===== config.mk =====
export PLATFORM = sky130hd
export DESIGN_NAME = swct_top
export DESIGN_NICKNAME = d
export VERILOG_FILES = /design/src/common/swct_pkg.sv /design/src/swct_sync.sv /design/src/swct_wdtq.sv /design/src/swct_top.sv
export VERILOG_INCLUDE_DIRS = /design/src /design/src/common
export SDC_FILE = /design/constraint.sdc
export NUM_CORES = 1
export LEC_CHECK = 0
export BUFFER_PORTS_ARGS = -buffer_cell sky130_fd_sc_hd__buf_2
export CORE_MARGIN = 4
export CORE_UTILIZATION = 25
export DETAILED_ROUTE_END_ITERATION = 10
export HOLD_SLACK_MARGIN = 0.05
export SLEW_MARGIN = 20
export SYNTH_ARGS = -nofsm -noshare
export SYNTH_HDL_FRONTEND = slang
export SYNTH_HIERARCHICAL = 1
export SYNTH_SLANG_ARGS = --single-unit

===== constraint.sdc =====
create_clock -name CLK_I -period 2.9 [get_ports CLK_I]
set_input_delay 0.58 -clock CLK_I [delete_from_list [all_inputs] [get_ports CLK_I]]
set_output_delay 0.58 -clock CLK_I [all_outputs]
set_load 0.005 [all_outputs]

===== src/common/swct_defines.svh =====
`ifndef SWCT_DEFINES_SVH
`define SWCT_DEFINES_SVH
// word indexes; the bus byte address is four times the index
`define SWCT_OFF_TRIM 8'h31
`define SWCT_OFF_CTRL 8'h35
`define SWCT_OFF_STAT 8'h10
`define SWCT_OFF_IRQ 8'h11
`define SWCT_CTRL_RMASK 8'h7B
`define SWCT_TRIM_RST 8'h00
`define SWCT_CTRL_RST 8'h00
`define SWCT_CTRL_ARM 5
`define SWCT_CTRL_SELHI 4
`define SWCT_CTRL_SELLO 3
`define SWCT_CTRL_SENHI 1
`define SWCT_CTRL_SENLO 0
`define SWCT_IRQ_GIE 0
`define SWCT_IRQ_EXT 1
`define SWCT_IRQ_PC 2
`define SWCT_WAKE_STALL 3'h4
`define SWCT_PC_DELAY 2'h2
`define SWCT_PLL_MULT 5'h10
`define SWCT_RC_KHZ 1600
`define SWCT_CLK_KHZ 25000
`endif


===== src/common/swct_pkg.sv =====
package swct_pkg;
    typedef enum logic [1:0] {
        SWCT_IDLE = 2'h0,
        SWCT_ADCNR = 2'h1,
        SWCT_PDOWN = 2'h2,
        SWCT_RSVD = 2'h3
    } swct_mode_t;
    typedef enum logic [1:0] {
        SWCT_LOW = 2'h0,
        SWCT_ANY = 2'h1,
        SWCT_FALL = 2'h2,
        SWCT_RISE = 2'h3
    } swct_sense_t;
    typedef enum logic [4:0] {
        SWCT_RUN = 5'h01,
        SWCT_SLEEP = 5'h02,
        SWCT_SETTLE = 5'h04,
        SWCT_STALL = 5'h08,
        SWCT_HANDLE = 5'h10
    } swct_state_t;
    typedef struct packed {
        logic wdt_timeout;
        logic wdt_reset;
        logic adc_irq;
        logic other_irq;
    } swct_wake_t;
endpackage


===== src/swct_sync.sv =====
`timescale 1ns/1ps
module swct_sync (
    input wire logic clk_i,
    input wire logic rst_i,
    input wire logic d_i,
    output logic q_o
);
    logic s1_ff;
    always_ff @(posedge clk_i or posedge rst_i) begin
        if (rst_i) begin
            s1_ff <= 1'b1;
            q_o <= 1'b1;
        end else begin
            s1_ff <= d_i;
            q_o <= s1_ff;
        end
    end
endmodule


===== src/swct_wdtq.sv =====
`timescale 1ns/1ps
// two watchdog-tick samples must agree before the wake is believed
module swct_wdtq (
    input wire logic clk_i,
    input wire logic rst_i,
    input wire logic tick_i,
    input wire logic cond_i,
    output logic ok_o
);
    logic [1:0] hist_ff;
    always_ff @(posedge clk_i or posedge rst_i) begin
        if (rst_i) begin
            hist_ff <= 2'h0;
        end else if (!cond_i) begin
            hist_ff <= 2'h0;
        end else if (tick_i) begin
            hist_ff <= {hist_ff[0], 1'b1};
        end
    end
    assign ok_o = hist_ff[1] & cond_i;
endmodule


===== src/swct_top.sv =====
`timescale 1ns/1ps
`include "swct_defines.svh"
// How it works
// - sleep selector: 00 idle, 01 adc noise reduction, 10 power-down, 11 reserved.
// - control word bit 2 always reads zero.
// - sense: 00 low level, 01 any change, 10 falling, 11 rising.
// - external interrupt taken only with global enable and its mask set.
// - sleep only on halt with arm bit set; selector picks state.
// - enabled interrupt wakes, stalls four cycles, then handler, then resume.
// - pin-change wake from power-down: two cycles before flag updates.
// - register, sram and io contents kept across sleep.
// - reset during sleep restarts at the reset vector.
// - idle stops only the cpu; all else runs and may wake.
// - enabled adc starts converting on entering idle or noise reduction.
// - noise reduction stops cpu; adc, pins, watchdog, clock, pll run.
// - noise reduction wakes on watchdog, reset, level ext, pin change, adc.
// - power-down wakes on reset, watchdog reset, level ext, pin change.
// - power-down level wakes need two watchdog-tick samples agreeing.
// - power-down exit waits a fuse-chosen settle delay.
// - trim resets to zero; larger trim means faster oscillator.
// - pll makes 16x rc clock for the second timer.
// - pll follows trim, so trim moves the fast clock.
// - rc oscillator is always the system clock.
// - level-sensed ext interrupt requests while the pin stays low.
module swct_top #(
    parameter int SETTLE_W = 16
) (
    input wire logic CLK_I,
    input wire logic RST_I,
    input wire logic [31:0] S_AXI_AWADDR,
    input wire logic S_AXI_AWVALID,
    output logic S_AXI_AWREADY,
    input wire logic [31:0] S_AXI_WDATA,
    input wire logic [3:0] S_AXI_WSTRB,
    input wire logic S_AXI_WVALID,
    output logic S_AXI_WREADY,
    output logic [1:0] S_AXI_BRESP,
    output logic S_AXI_BVALID,
    input wire logic S_AXI_BREADY,
    input wire logic [31:0] S_AXI_ARADDR,
    input wire logic S_AXI_ARVALID,
    output logic S_AXI_ARREADY,
    output logic [31:0] S_AXI_RDATA,
    output logic [1:0] S_AXI_RRESP,
    output logic S_AXI_RVALID,
    input wire logic S_AXI_RREADY,
    input wire logic HALT_I,
    input wire logic EXT_IRQ_PIN_I,
    input wire logic PIN_CHANGE_I,
    input wire logic WDT_TICK_I,
    input wire logic ADC_EN_I,
    input wire logic [SETTLE_W-1:0] CLOCK_DELAY_FUSES_I,
    input wire swct_pkg::swct_wake_t WAKE_I,
    output logic CPU_STOP_O,
    output logic CLK_STOP_O,
    output logic IRQ_TAKE_O,
    output logic PC_FLAG_SET_O,
    output logic ADC_START_O,
    output logic [7:0] RC_TRIM_O,
    output logic [4:0] PLL_MULT_O,
    output logic [1:0] MODE_O
);
    if (SETTLE_W < 2 || SETTLE_W > 24) begin : g_bad_settle
        $error("SETTLE_W out of range");
    end
    // rc stays system clock; pll fed by it so trim moves both
    localparam int PCK_KHZ = `SWCT_RC_KHZ * 16;

    logic [7:0] trim_ff;
    logic [7:0] ctrl_ff;
    logic [2:0] irqen_ff;
    swct_pkg::swct_state_t state_ff;
    swct_pkg::swct_mode_t mode_ff;
    logic [SETTLE_W-1:0] settle_ff;
    logic [2:0] stall_ff;
    logic [1:0] pcdly_ff;
    logic pc_wake_ff;
    logic ext_req_ff;
    logic ext_prev_ff;
    logic ext_s;
    logic pc_s;
    logic q_level_ok;
    logic q_pc_ok;
    logic aw_ff;
    logic w_ff;
    logic [7:0] awaddr_ff;
    logic [7:0] wdata_ff;
    logic wen_ff;
    logic [7:0] rdata;

    function automatic logic [7:0] rd_reg(input logic [7:0] a);
        unique case (a)
            `SWCT_OFF_TRIM: rd_reg = trim_ff;
            `SWCT_OFF_CTRL: rd_reg = ctrl_ff & `SWCT_CTRL_RMASK;
            `SWCT_OFF_STAT: rd_reg = {3'h0, state_ff};
            `SWCT_OFF_IRQ: rd_reg = {5'h0, irqen_ff};
            default: rd_reg = 8'h00;
        endcase
    endfunction

    function automatic logic known(input logic [7:0] a);
        known = (a == `SWCT_OFF_TRIM) || (a == `SWCT_OFF_CTRL) ||
            (a == `SWCT_OFF_STAT) || (a == `SWCT_OFF_IRQ);
    endfunction

    swct_sync u_ext (.clk_i(CLK_I), .rst_i(RST_I), .d_i(EXT_IRQ_PIN_I), .q_o(ext_s));
    swct_sync u_pc (.clk_i(CLK_I), .rst_i(RST_I), .d_i(PIN_CHANGE_I), .q_o(pc_s));

    swct_pkg::swct_sense_t sense;
    swct_pkg::swct_mode_t sel;
    logic sleeping;
    logic ext_lvl;
    logic ext_evt;
    logic ext_ok;
    logic pc_ok;
    logic ext_wake;
    logic pc_wake;
    logic wake;
    assign sense = swct_pkg::swct_sense_t'(ctrl_ff[`SWCT_CTRL_SENHI:`SWCT_CTRL_SENLO]);
    assign sel = swct_pkg::swct_mode_t'(ctrl_ff[`SWCT_CTRL_SELHI:`SWCT_CTRL_SELLO]);
    assign sleeping = (state_ff == swct_pkg::SWCT_SLEEP);
    assign ext_lvl = !ext_s;

    always_comb begin
        unique case (sense)
            swct_pkg::SWCT_LOW: ext_evt = ext_lvl;
            swct_pkg::SWCT_ANY: ext_evt = ext_s ^ ext_prev_ff;
            swct_pkg::SWCT_FALL: ext_evt = ext_prev_ff & !ext_s;
            swct_pkg::SWCT_RISE: ext_evt = !ext_prev_ff & ext_s;
        endcase
    end

    always_ff @(posedge CLK_I or posedge RST_I) begin
        if (RST_I) begin
            ext_prev_ff <= 1'b1;
        end else begin
            ext_prev_ff <= ext_s;
        end
    end

    // request latch for edges; level mode tracks the pin directly
    always_ff @(posedge CLK_I or posedge RST_I) begin
        if (RST_I) begin
            ext_req_ff <= 1'b0;
        end else if (sense == swct_pkg::SWCT_LOW) begin
            ext_req_ff <= ext_lvl;
        end else if (ext_evt) begin
            ext_req_ff <= 1'b1; // set beats the clear below
        end else if (IRQ_TAKE_O) begin
            ext_req_ff <= 1'b0;
        end
    end

    assign ext_ok = irqen_ff[`SWCT_IRQ_GIE] & irqen_ff[`SWCT_IRQ_EXT];
    assign pc_ok = irqen_ff[`SWCT_IRQ_GIE] & irqen_ff[`SWCT_IRQ_PC];

    swct_wdtq u_qext (.clk_i(CLK_I), .rst_i(RST_I), .tick_i(WDT_TICK_I),
        .cond_i(ext_lvl & ext_ok & (sense == swct_pkg::SWCT_LOW)), .ok_o(q_level_ok));
    swct_wdtq u_qpc (.clk_i(CLK_I), .rst_i(RST_I), .tick_i(WDT_TICK_I),
        .cond_i(pc_s & pc_ok), .ok_o(q_pc_ok));

    always_comb begin
        ext_wake = 1'b0;
        pc_wake = 1'b0;
        wake = 1'b0;
        unique case (mode_ff)
            swct_pkg::SWCT_IDLE: begin
                ext_wake = ext_req_ff & ext_ok;
                pc_wake = pc_s & pc_ok;
                wake = ext_wake | pc_wake | WAKE_I.wdt_timeout | WAKE_I.wdt_reset |
                    WAKE_I.adc_irq | WAKE_I.other_irq;
            end
            swct_pkg::SWCT_ADCNR: begin
                ext_wake = ext_lvl & ext_ok & (sense == swct_pkg::SWCT_LOW);
                pc_wake = pc_s & pc_ok;
                wake = ext_wake | pc_wake | WAKE_I.wdt_timeout | WAKE_I.adc_irq;
            end
            swct_pkg::SWCT_PDOWN: begin
                ext_wake = q_level_ok;
                pc_wake = q_pc_ok;
                wake = ext_wake | pc_wake | WAKE_I.wdt_reset;
            end
            swct_pkg::SWCT_RSVD: begin
                wake = 1'b1;
            end
        endcase
    end

    // reset acts through RST_I, so sleep always restarts at the vector
    always_ff @(posedge CLK_I or posedge RST_I) begin
        if (RST_I) begin
            state_ff <= swct_pkg::SWCT_RUN;
            mode_ff <= swct_pkg::SWCT_IDLE;
            settle_ff <= '0;
            stall_ff <= 3'h0;
            pc_wake_ff <= 1'b0;
        end else begin
            unique case (state_ff)
                swct_pkg::SWCT_RUN: begin
                    if (HALT_I && ctrl_ff[`SWCT_CTRL_ARM] && sel != swct_pkg::SWCT_RSVD) begin
                        state_ff <= swct_pkg::SWCT_SLEEP;
                        mode_ff <= sel;
                    end
                end
                swct_pkg::SWCT_SLEEP: begin
                    if (wake) begin
                        pc_wake_ff <= pc_wake && mode_ff == swct_pkg::SWCT_PDOWN;
                        if (mode_ff == swct_pkg::SWCT_PDOWN) begin
                            state_ff <= swct_pkg::SWCT_SETTLE;
                            settle_ff <= CLOCK_DELAY_FUSES_I;
                        end else begin
                            state_ff <= swct_pkg::SWCT_STALL;
                            stall_ff <= `SWCT_WAKE_STALL - 3'h1;
                        end
                    end
                end
                swct_pkg::SWCT_SETTLE: begin
                    if (settle_ff == '0) begin
                        state_ff <= swct_pkg::SWCT_STALL;
                        stall_ff <= `SWCT_WAKE_STALL - 3'h1;
                    end else begin
                        settle_ff <= settle_ff - 1'b1;
                    end
                end
                swct_pkg::SWCT_STALL: begin
                    if (stall_ff == 3'h0) begin
                        state_ff <= swct_pkg::SWCT_HANDLE;
                    end else begin
                        stall_ff <= stall_ff - 3'h1;
                    end
                end
                swct_pkg::SWCT_HANDLE: begin
                    state_ff <= swct_pkg::SWCT_RUN;
                    pc_wake_ff <= 1'b0;
                end
                default: state_ff <= swct_pkg::SWCT_RUN;
            endcase
        end
    end

    // two run cycles after pin-change wake before the flag moves
    always_ff @(posedge CLK_I or posedge RST_I) begin
        if (RST_I) begin
            pcdly_ff <= 2'h0;
        end else if (state_ff == swct_pkg::SWCT_HANDLE && pc_wake_ff) begin
            pcdly_ff <= `SWCT_PC_DELAY;
        end else if (pcdly_ff != 2'h0) begin
            pcdly_ff <= pcdly_ff - 2'h1;
        end
    end
    assign PC_FLAG_SET_O = (pcdly_ff == 2'h1);

    assign IRQ_TAKE_O = (state_ff == swct_pkg::SWCT_HANDLE) ||
        (state_ff == swct_pkg::SWCT_RUN && ext_req_ff && ext_ok);
    // clocks only stop in power-down; memories untouched by sleep
    assign CPU_STOP_O = !(state_ff == swct_pkg::SWCT_RUN || state_ff == swct_pkg::SWCT_HANDLE);
    assign CLK_STOP_O = sleeping && mode_ff == swct_pkg::SWCT_PDOWN;
    assign MODE_O = mode_ff;
    assign RC_TRIM_O = trim_ff;
    assign PLL_MULT_O = `SWCT_PLL_MULT;

    always_ff @(posedge CLK_I or posedge RST_I) begin
        if (RST_I) begin
            ADC_START_O <= 1'b0;
        end else begin
            ADC_START_O <= ADC_EN_I && state_ff == swct_pkg::SWCT_RUN && HALT_I &&
                ctrl_ff[`SWCT_CTRL_ARM] && (sel == swct_pkg::SWCT_IDLE ||
                sel == swct_pkg::SWCT_ADCNR);
        end
    end

    // axi4-lite: hold address and data until both arrive
    logic do_wr;
    assign do_wr = aw_ff && w_ff && !S_AXI_BVALID;
    assign S_AXI_AWREADY = !aw_ff && !S_AXI_BVALID;
    assign S_AXI_WREADY = !w_ff && !S_AXI_BVALID;
    assign S_AXI_ARREADY = !S_AXI_RVALID;

    always_ff @(posedge CLK_I or posedge RST_I) begin
        if (RST_I) begin
            aw_ff <= 1'b0;
            w_ff <= 1'b0;
            awaddr_ff <= 8'h00;
            wdata_ff <= 8'h00;
            wen_ff <= 1'b0;
            S_AXI_BVALID <= 1'b0;
            S_AXI_BRESP <= 2'h0;
        end else begin
            if (S_AXI_AWVALID && S_AXI_AWREADY) begin
                aw_ff <= 1'b1;
                awaddr_ff <= S_AXI_AWADDR[9:2];
            end
            if (S_AXI_WVALID && S_AXI_WREADY) begin
                w_ff <= 1'b1;
                wdata_ff <= S_AXI_WDATA[7:0];
                wen_ff <= S_AXI_WSTRB[0];
            end
            if (do_wr) begin
                aw_ff <= 1'b0;
                w_ff <= 1'b0;
                S_AXI_BVALID <= 1'b1;
                S_AXI_BRESP <= known(awaddr_ff) ? 2'h0 : 2'h2;
            end else if (S_AXI_BVALID && S_AXI_BREADY) begin
                S_AXI_BVALID <= 1'b0;
            end
        end
    end

    // writes ignoring strobe 0 are treated as no change
    always_ff @(posedge CLK_I or posedge RST_I) begin
        if (RST_I) begin
            trim_ff <= `SWCT_TRIM_RST;
            ctrl_ff <= `SWCT_CTRL_RST;
            irqen_ff <= 3'h0;
        end else if (do_wr && wen_ff) begin
            unique case (awaddr_ff)
                `SWCT_OFF_TRIM: trim_ff <= wdata_ff;
                `SWCT_OFF_CTRL: ctrl_ff <= wdata_ff & `SWCT_CTRL_RMASK;
                `SWCT_OFF_IRQ: irqen_ff <= wdata_ff[2:0];
                default: ;
            endcase
        end
    end

    assign rdata = rd_reg(S_AXI_ARADDR[9:2]);
    always_ff @(posedge CLK_I or posedge RST_I) begin
        if (RST_I) begin
            S_AXI_RVALID <= 1'b0;
            S_AXI_RDATA <= 32'h0000_0000;
            S_AXI_RRESP <= 2'h0;
        end else if (S_AXI_ARVALID && S_AXI_ARREADY) begin
            S_AXI_RVALID <= 1'b1;
            S_AXI_RDATA <= {24'h00_0000, rdata};
            S_AXI_RRESP <= known(S_AXI_ARADDR[9:2]) ? 2'h0 : 2'h2;
        end else if (S_AXI_RVALID && S_AXI_RREADY) begin
            S_AXI_RVALID <= 1'b0;
        end
    end

    property p_stall4;
        @(posedge CLK_I) disable iff (RST_I)
        $rose(state_ff == swct_pkg::SWCT_STALL) |-> (state_ff == swct_pkg::SWCT_STALL) [*4]
            ##1 state_ff == swct_pkg::SWCT_HANDLE;
    endproperty
    a_stall4: assert property (p_stall4) else $error("stall not four cycles");
    property p_rsvd;
        @(posedge CLK_I) disable iff (RST_I)
        state_ff == swct_pkg::SWCT_RUN && sel == swct_pkg::SWCT_RSVD |=>
            state_ff == swct_pkg::SWCT_RUN;
    endproperty
    a_rsvd: assert property (p_rsvd) else $error("reserved mode slept");
    property p_arm;
        @(posedge CLK_I) disable iff (RST_I)
        state_ff == swct_pkg::SWCT_RUN && !(HALT_I && ctrl_ff[`SWCT_CTRL_ARM]) |=>
            state_ff == swct_pkg::SWCT_RUN;
    endproperty
    a_arm: assert property (p_arm) else $error("slept without arm and halt");
    property p_bit2;
        @(posedge CLK_I) disable iff (RST_I) ctrl_ff[2] == 1'b0;
    endproperty
    a_bit2: assert property (p_bit2) else $error("control bit 2 set");
    property p_pcflag;
        @(posedge CLK_I) disable iff (RST_I)
        state_ff == swct_pkg::SWCT_HANDLE && pc_wake_ff |-> ##2 PC_FLAG_SET_O;
    endproperty
    a_pcflag: assert property (p_pcflag) else $error("pin flag timing");
    property p_pdwake;
        @(posedge CLK_I) disable iff (RST_I)
        sleeping && mode_ff == swct_pkg::SWCT_PDOWN && !q_level_ok && !q_pc_ok &&
            !WAKE_I.wdt_reset |=> sleeping;
    endproperty
    a_pdwake: assert property (p_pdwake) else $error("bad power-down wake");
    property p_nrwake;
        @(posedge CLK_I) disable iff (RST_I)
        sleeping && mode_ff == swct_pkg::SWCT_ADCNR && !ext_wake && !pc_wake &&
            !WAKE_I.wdt_timeout && !WAKE_I.adc_irq |=> sleeping;
    endproperty
    a_nrwake: assert property (p_nrwake) else $error("bad noise-reduction wake");
    property p_mask;
        @(posedge CLK_I) disable iff (RST_I)
        state_ff == swct_pkg::SWCT_RUN && !irqen_ff[`SWCT_IRQ_GIE] |-> !IRQ_TAKE_O;
    endproperty
    a_mask: assert property (p_mask) else $error("irq taken while disabled");
    property p_settle;
        @(posedge CLK_I) disable iff (RST_I)
        state_ff == swct_pkg::SWCT_SETTLE && settle_ff != '0 |=>
            state_ff == swct_pkg::SWCT_SETTLE;
    endproperty
    a_settle: assert property (p_settle) else $error("settle cut short");
    c_idle: cover property (@(posedge CLK_I) disable iff (RST_I)
        sleeping && mode_ff == swct_pkg::SWCT_IDLE ##1 state_ff == swct_pkg::SWCT_STALL);
    c_pd: cover property (@(posedge CLK_I) disable iff (RST_I)
        state_ff == swct_pkg::SWCT_SETTLE ##1 state_ff == swct_pkg::SWCT_STALL);
    c_pc: cover property (@(posedge CLK_I) disable iff (RST_I) PC_FLAG_SET_O);
endmodule


Yosys cells after proc, flatten, opt, wreduce, memory -nomap -nowiden
Cells that the tools add are included.

storage, ports and cells
  register bits = 90
  bits in latches = 0
  RAM bits = 0
  output and inout bits = 61
  bits of input ports = 132
  memories = 0
  memory bits (read-only) = 0

operators by class
  add/sub/neg operators = 3
  shifts and indexed selects = 0
  order comparisons = 0
  reductions and logical operators = 61
  multiplexer cells = 40
  bitwise logic cells = 21
  $mul = 0
  equal/unequal tests = 32
  div/mod/pow operators = 0

operator list
  cell                                                                   number
  16-bit 2-to-1 mux                                                      3
  8-bit by 5-bit equality test with 1-bit output, second input constant  4
  8-bit by 6-bit equality test with 1-bit output, second input constant  4
  16-bit one-hot mux with 2 select lines                                 1
  8-bit one-hot mux with 4 select lines                                  1
  1-bit logical AND                                                      21
  5-bit 2-to-1 mux                                                       4
  5-bit one-hot mux with 4 select lines                                  1
  2-bit inequality test, second input constant                           9
  16-bit zero test                                                       1
  2-bit 2-to-1 mux                                                       8
  2-bit nonzero test                                                     8
  16-bit by 1-bit subtractor with 16-bit output, second input constant   1
  1-bit 2-to-1 mux                                                       12
  3-bit 2-to-1 mux                                                       4
  1-bit AND                                                              10
  1-bit OR                                                               10
  2-bit AND reduction                                                    5
  1-bit logical OR                                                       9
  3-bit one-hot mux with 3 select lines                                  1
  2-bit by 1-bit equality test with 1-bit output, second input constant  4
  2-bit equality test, second input constant                             4
  1-bit one-hot mux with 4 select lines                                  2
  4-bit AND reduction                                                    2
  other kinds (17)                                                       28

Depth between registers and ports, before layout
  depth after elaboration = 10
  mapped depth = 10

Modules after synthesis
Netlist, hierarchy kept.

modules (own cells, without submodules)
  module     times used  area each (um^2)  cells each
  swct_top   1           4,259.1           407
  swct_wdtq  2           83.8              7
  swct_sync  2           56.3              3

Worst setup path after synthesis
OpenSTA, ideal clock, no wires.

  path type = reg2reg
  from = register state_ff[3]
  to = register settle_ff[1]
  required time = 2.773 ns
  setup slack = 0.494 ns
  clock period less this slack = 2.406 ns
  cell stages (with the launch flop) = 9
  setup time = 0.127 ns
  arrival = 2.279 ns
  path buffers = 2
  cells stage by stage = dfrtp_1 > or3_4 > or3b_1 > buf_2 > o22a_4 > or2_1 > buf_6 > clkinv_4 > mux2_1

on the way
  cells in the longest elaborated chain, start to end = 3
  elaborated cells on any way between the ends = 8
  those cells by class = eq/ne: 5; mux: 1; reduce/logical: 2

ends and longest elaborated chain
  element                                                                                                           RTL line         source
  start: declaration                                                                                                swct_top.sv:72   swct_pkg::swct_state_t state_ff;
  start signal: assignment                                                                                          swct_top.sv:192  state_ff <= swct_pkg::SWCT_RUN;
  start signal: assignment                                                                                          swct_top.sv:201  state_ff <= swct_pkg::SWCT_SLEEP;
  start signal: assignment                                                                                          swct_top.sv:209  state_ff <= swct_pkg::SWCT_SETTLE;
  5-bit by 3-bit equality test with 1-bit output or 5-bit by 2-bit equality test with 1-bit output (tied branches)  swct_top.sv:198  unique case (state_ff)
  2-bit inequality test (no source line) (tied with other cells)                                                    --
  4-bit AND reduction (no source line)                                                                              --
  end signal: assignment                                                                                            swct_top.sv:222  settle_ff <= settle_ff - 1'b1;
  end: declaration                                                                                                  swct_top.sv:74   logic [SETTLE_W-1:0] settle_ff;

Parallel ways exist; a longest one is shown, timed or not.
A chain may end at the register's enable or synchronous reset.

Final worst setup path
  from = register state_ff[2]
  to = output IRQ_TAKE_O

on the way
  cells in the longest elaborated chain, start to end = 4
  elaborated cells on any way between the ends = 5
  those cells by class = eq/ne: 2; reduce/logical: 3

ends and longest elaborated chain
  element                                         RTL line         source
  5-bit by 1-bit equality test with 1-bit output  swct_top.sv:254  (state_ff == swct_pkg::SWCT_RUN && ext_req_ff && ext_ok);
  1-bit logical AND (2 in series)                 swct_top.sv:254
  1-bit logical OR (*)                            swct_top.sv:253  assign IRQ_TAKE_O = (state_ff == swct_pkg::SWCT_HANDLE) ||
  end: declaration                                swct_top.sv:56   output logic IRQ_TAKE_O,

Every way passes the cells marked *; elsewhere a longest branch is shown, timed or not.

==> flow_metrics.tcl <==
set metrics [dict create \
    cp_max_fo 7 \
    critPathKind "reg2out" \
    ys_seq_elements 88 \
    die-area_sq_mm 0.02038 \
    cts_tree "done" \
    layout-drive-gt1-share_pct 32.20 \
    post_cts_resized 0 \
    viasPerCell 4.496 \
    synth_edf_count 0 \
    yosysSeqAreaShare_pct 48.68 \
    start_util_pct 25.36 \
    grt_pass1_vias 3419 \
    die_w_microns 142.8 \
    htree_num_levels 3 \
    fin_tns_setup_ns 0 \
    setup_viol 0 \
    clk_pin_slew_ns 0.06 \
    clock-sinks 88 \
    drc 0 \
    grt_max_degree 53 \
    die_h_microns 142.8 \
    rsz0062_at_grt "no" \
    antenna_found_initial 0 \
    drtAntennaViolNets 0 \
    relSlewSlack_pct 55.77 \
    cp.arrival_ns 2.01 \
    drt-total-wl_microns 10970 \
    ys_warn_count 6 \
    max_slew.worst_pin.slew_ns 0.6551 \
    clk_path_buf_depth 2 \
    finalHoldViolCount 0 \
    finalPower_mw 3.294 \
    ios 193 \
    dr.pass1.iters 4 \
    skew_ns 0.008594 \
    async_flop_share_pct 100.0 \
    yosysUniqueCellTypes 64 \
    syn_area_sq_mm 0.004539 \
    numCtsBuffers 9 \
    path_cells "or3_4 -> nor3b_1 -> a41o_1 -> buf_2" \
    fmax_ghz 0.3860 \
    gp_congestion 0.7800 \
    wl_per_cell_microns 14.43 \
    port_buffers 86 \
    cts_root_buf "clkbuf_16" \
    num_vias 3417 \
    maxSlewViolCount 0 \
    worst_skew_pair.late_latency_ns 0.34 \
    final_util_pct 30.90 \
    fin_crit_ns 2.590 \
    fin_crit_sh_pct 89.33 \
    vdd_drop_max_mv 0.2598 \
    slowest_stage "dfrtp_1" \
    ctsHoldBuffers 0 \
    cp-end-kind "output port" \
    hold_path.class "in2async" \
    grt_usage_pct 10.94 \
    max_cap_violations 0 \
    ys.flop_type "dfrtp_1" \
    required_ns 2.32 \
    post-place-ws_ns 0.3516 \
    core_area_sq_mm 0.01790 \
    num-nets-final 666 \
    setup_slack_ns 0.3095 \
    detail_route.iter0.violations 154 \
    grt_pass1_wl_microns 17740 \
    rows 49 \
    dp_hpwl_microns 8189 \
    p_per_area_mw_per_mm2 595.4 \
    p_leak_nw 2.645 \
    avgSynthCellArea_sq_um 10.63 \
    cts_setup_buffers 0 \
    outcome "complete, no violations" \
    syn_to_final_growth_pct 21.86 \
    netlist_instances 427 \
    overflow 0 \
    crit_path_start_kind "flip-flop" \
    worst_path_largest_cell_delay_ns 0.45 \
    antennaDiodeCount 0 \
]
[routing by layer]
layer	track usage (%)	part of all wire, %
met4	2.901	1.1
met2	18.60	49
met3	2.545	5.3
met1	14.02	45
met5	0	0
[metrics by stage]
step	cells	instance area [sq um]	hold WS (ns)
after floorplan	456	4648	0.3212
after global placement	744	5214	0.3473
after detailed placement	744	5214	0.3475
after CTS	760	5532	0.1212
after global routing	760	5532	0.1287
final	760	5532	0.1262
[flip-flops by register name, indices dropped and copies added (netlist names), 2 cells and up]
name and count:
stall_ff 3, ctrl_ff 6, irqen_ff 3, MODE_O 2
pcdly_ff 2, awaddr_ff 8, u_qext/hist_ff 2, state_ff 5
RC_TRIM_O 8, wdata_ff 8, settle_ff 16, u_qpc/hist_ff 2
S_AXI_RDATA 8
[power breakdown]
group	total (mW)	switching [mW]	internal [mW]
Sequential	1.58	0.162	1.42
Combinational	0.503	0.227	0.276
Clock	1.21	0.476	0.738
Total	3.29	0.865	2.43
[cell usage after synthesis, types with 3 or more instances]
cell / n / area (sq um)
and2_1: 8 / 50.05
a31o_2: 3 / 26.28
a22oi_1: 5 / 37.54
and4_1: 3 / 26.28
a21oi_1: 14 / 70.07
nor3_1: 14 / 70.07
nand3_1: 6 / 30.03
mux2i_1: 6 / 60.06
buf_4: 32 / 240.2
mux2_2: 35 / 394.1
nand3b_1: 3 / 22.52
nor4_1: 5 / 31.28
o21a_1: 4 / 30.03
nand2b_1: 3 / 18.77
a22o_1: 3 / 26.28
nor2_1: 36 / 135.1
ha_1: 8 / 100.1
nand4b_1: 3 / 26.28
a31oi_1: 5 / 31.28
dfrtp_1: 82 / 2052
nand2_1: 13 / 48.80
a2bb2oi_1: 9 / 78.83
clkbuf_1: 9 / 33.78
inv_1: 23 / 86.33
dfstp_2: 6 / 157.7
o22a_1: 3 / 26.28
o21ai_0: 18 / 90.09
nor3b_1: 8 / 60.06
nor2b_1: 8 / 50.05
o31ai_1: 8 / 60.06
[cell type report]
cell class | count | area [sq um]
timing repair buffer | 102 | 563.0
clock buffer | 12 | 266.5
multi-input combinational | 301 | 2058
sequential | 88 | 2210
inverter | 24 | 96.34
fill | 1872 | 12370
tap | 229 | 286.5
clock inverter | 4 | 51.30
[final timing paths]
| kind | from | end | slack, ns | cells after the start |
|---|---|---|---|---|
| hold reg to reg | u_pc/s1_ff | u_pc/q_o | 0.36 | 0 |
| setup / recovery | state_ff[2] | IRQ_TAKE_O | 0.31 | 4 |
| max in group asynchronous | RST_I | awaddr_ff[4] | 1.93 | 3 |
| setup reg to reg | state_ff[2] | settle_ff[1] | 0.35 | 6 |
| hold / removal | RST_I | u_qpc/hist_ff[1] | 0.13 | 2 |
| min in group CLK_I | PIN_CHANGE_I | u_pc/s1_ff | 0.33 | 1 |
[critical path: cells and delay by family, from the launching register on]
kind | cells | cell delay [ns]
DFF | 1 | 0.45
AOI/OAI and AO/OA | 1 | 0.27
buffers and inverters | 1 | 0.14
and+or+nand+nor | 2 | 0.81
[layout by cell type, fill, tap and decap left out, types with 14 or more instances in the layout]
master,count
buf_4,15
dfrtp_1,82
buf_2,86
nor3_1,14
mux2_2,35
inv_1,22
o21ai_0,18
conb_1,31
nor2_1,36
a21oi_1,14
[cell families (layout without fill, tap and decap cells)]
family                     after synthesis  in the layout  share of synthesized area [%]
and+or+nand+nor                        130            130                          16.07
AOI/OAI and AO/OA                       89             89                          13.95
DFF                                     88             88                          48.68
buffers and inverters                   67            142                          8.489
muxes                                   42             42                          10.25
adders and majority gates                8              8                          2.205
other                                    2             31                         0.1654
xor gates and xnor gates                 1              1                         0.1930
Note: power is estimated with default switching activity, not from simulation.
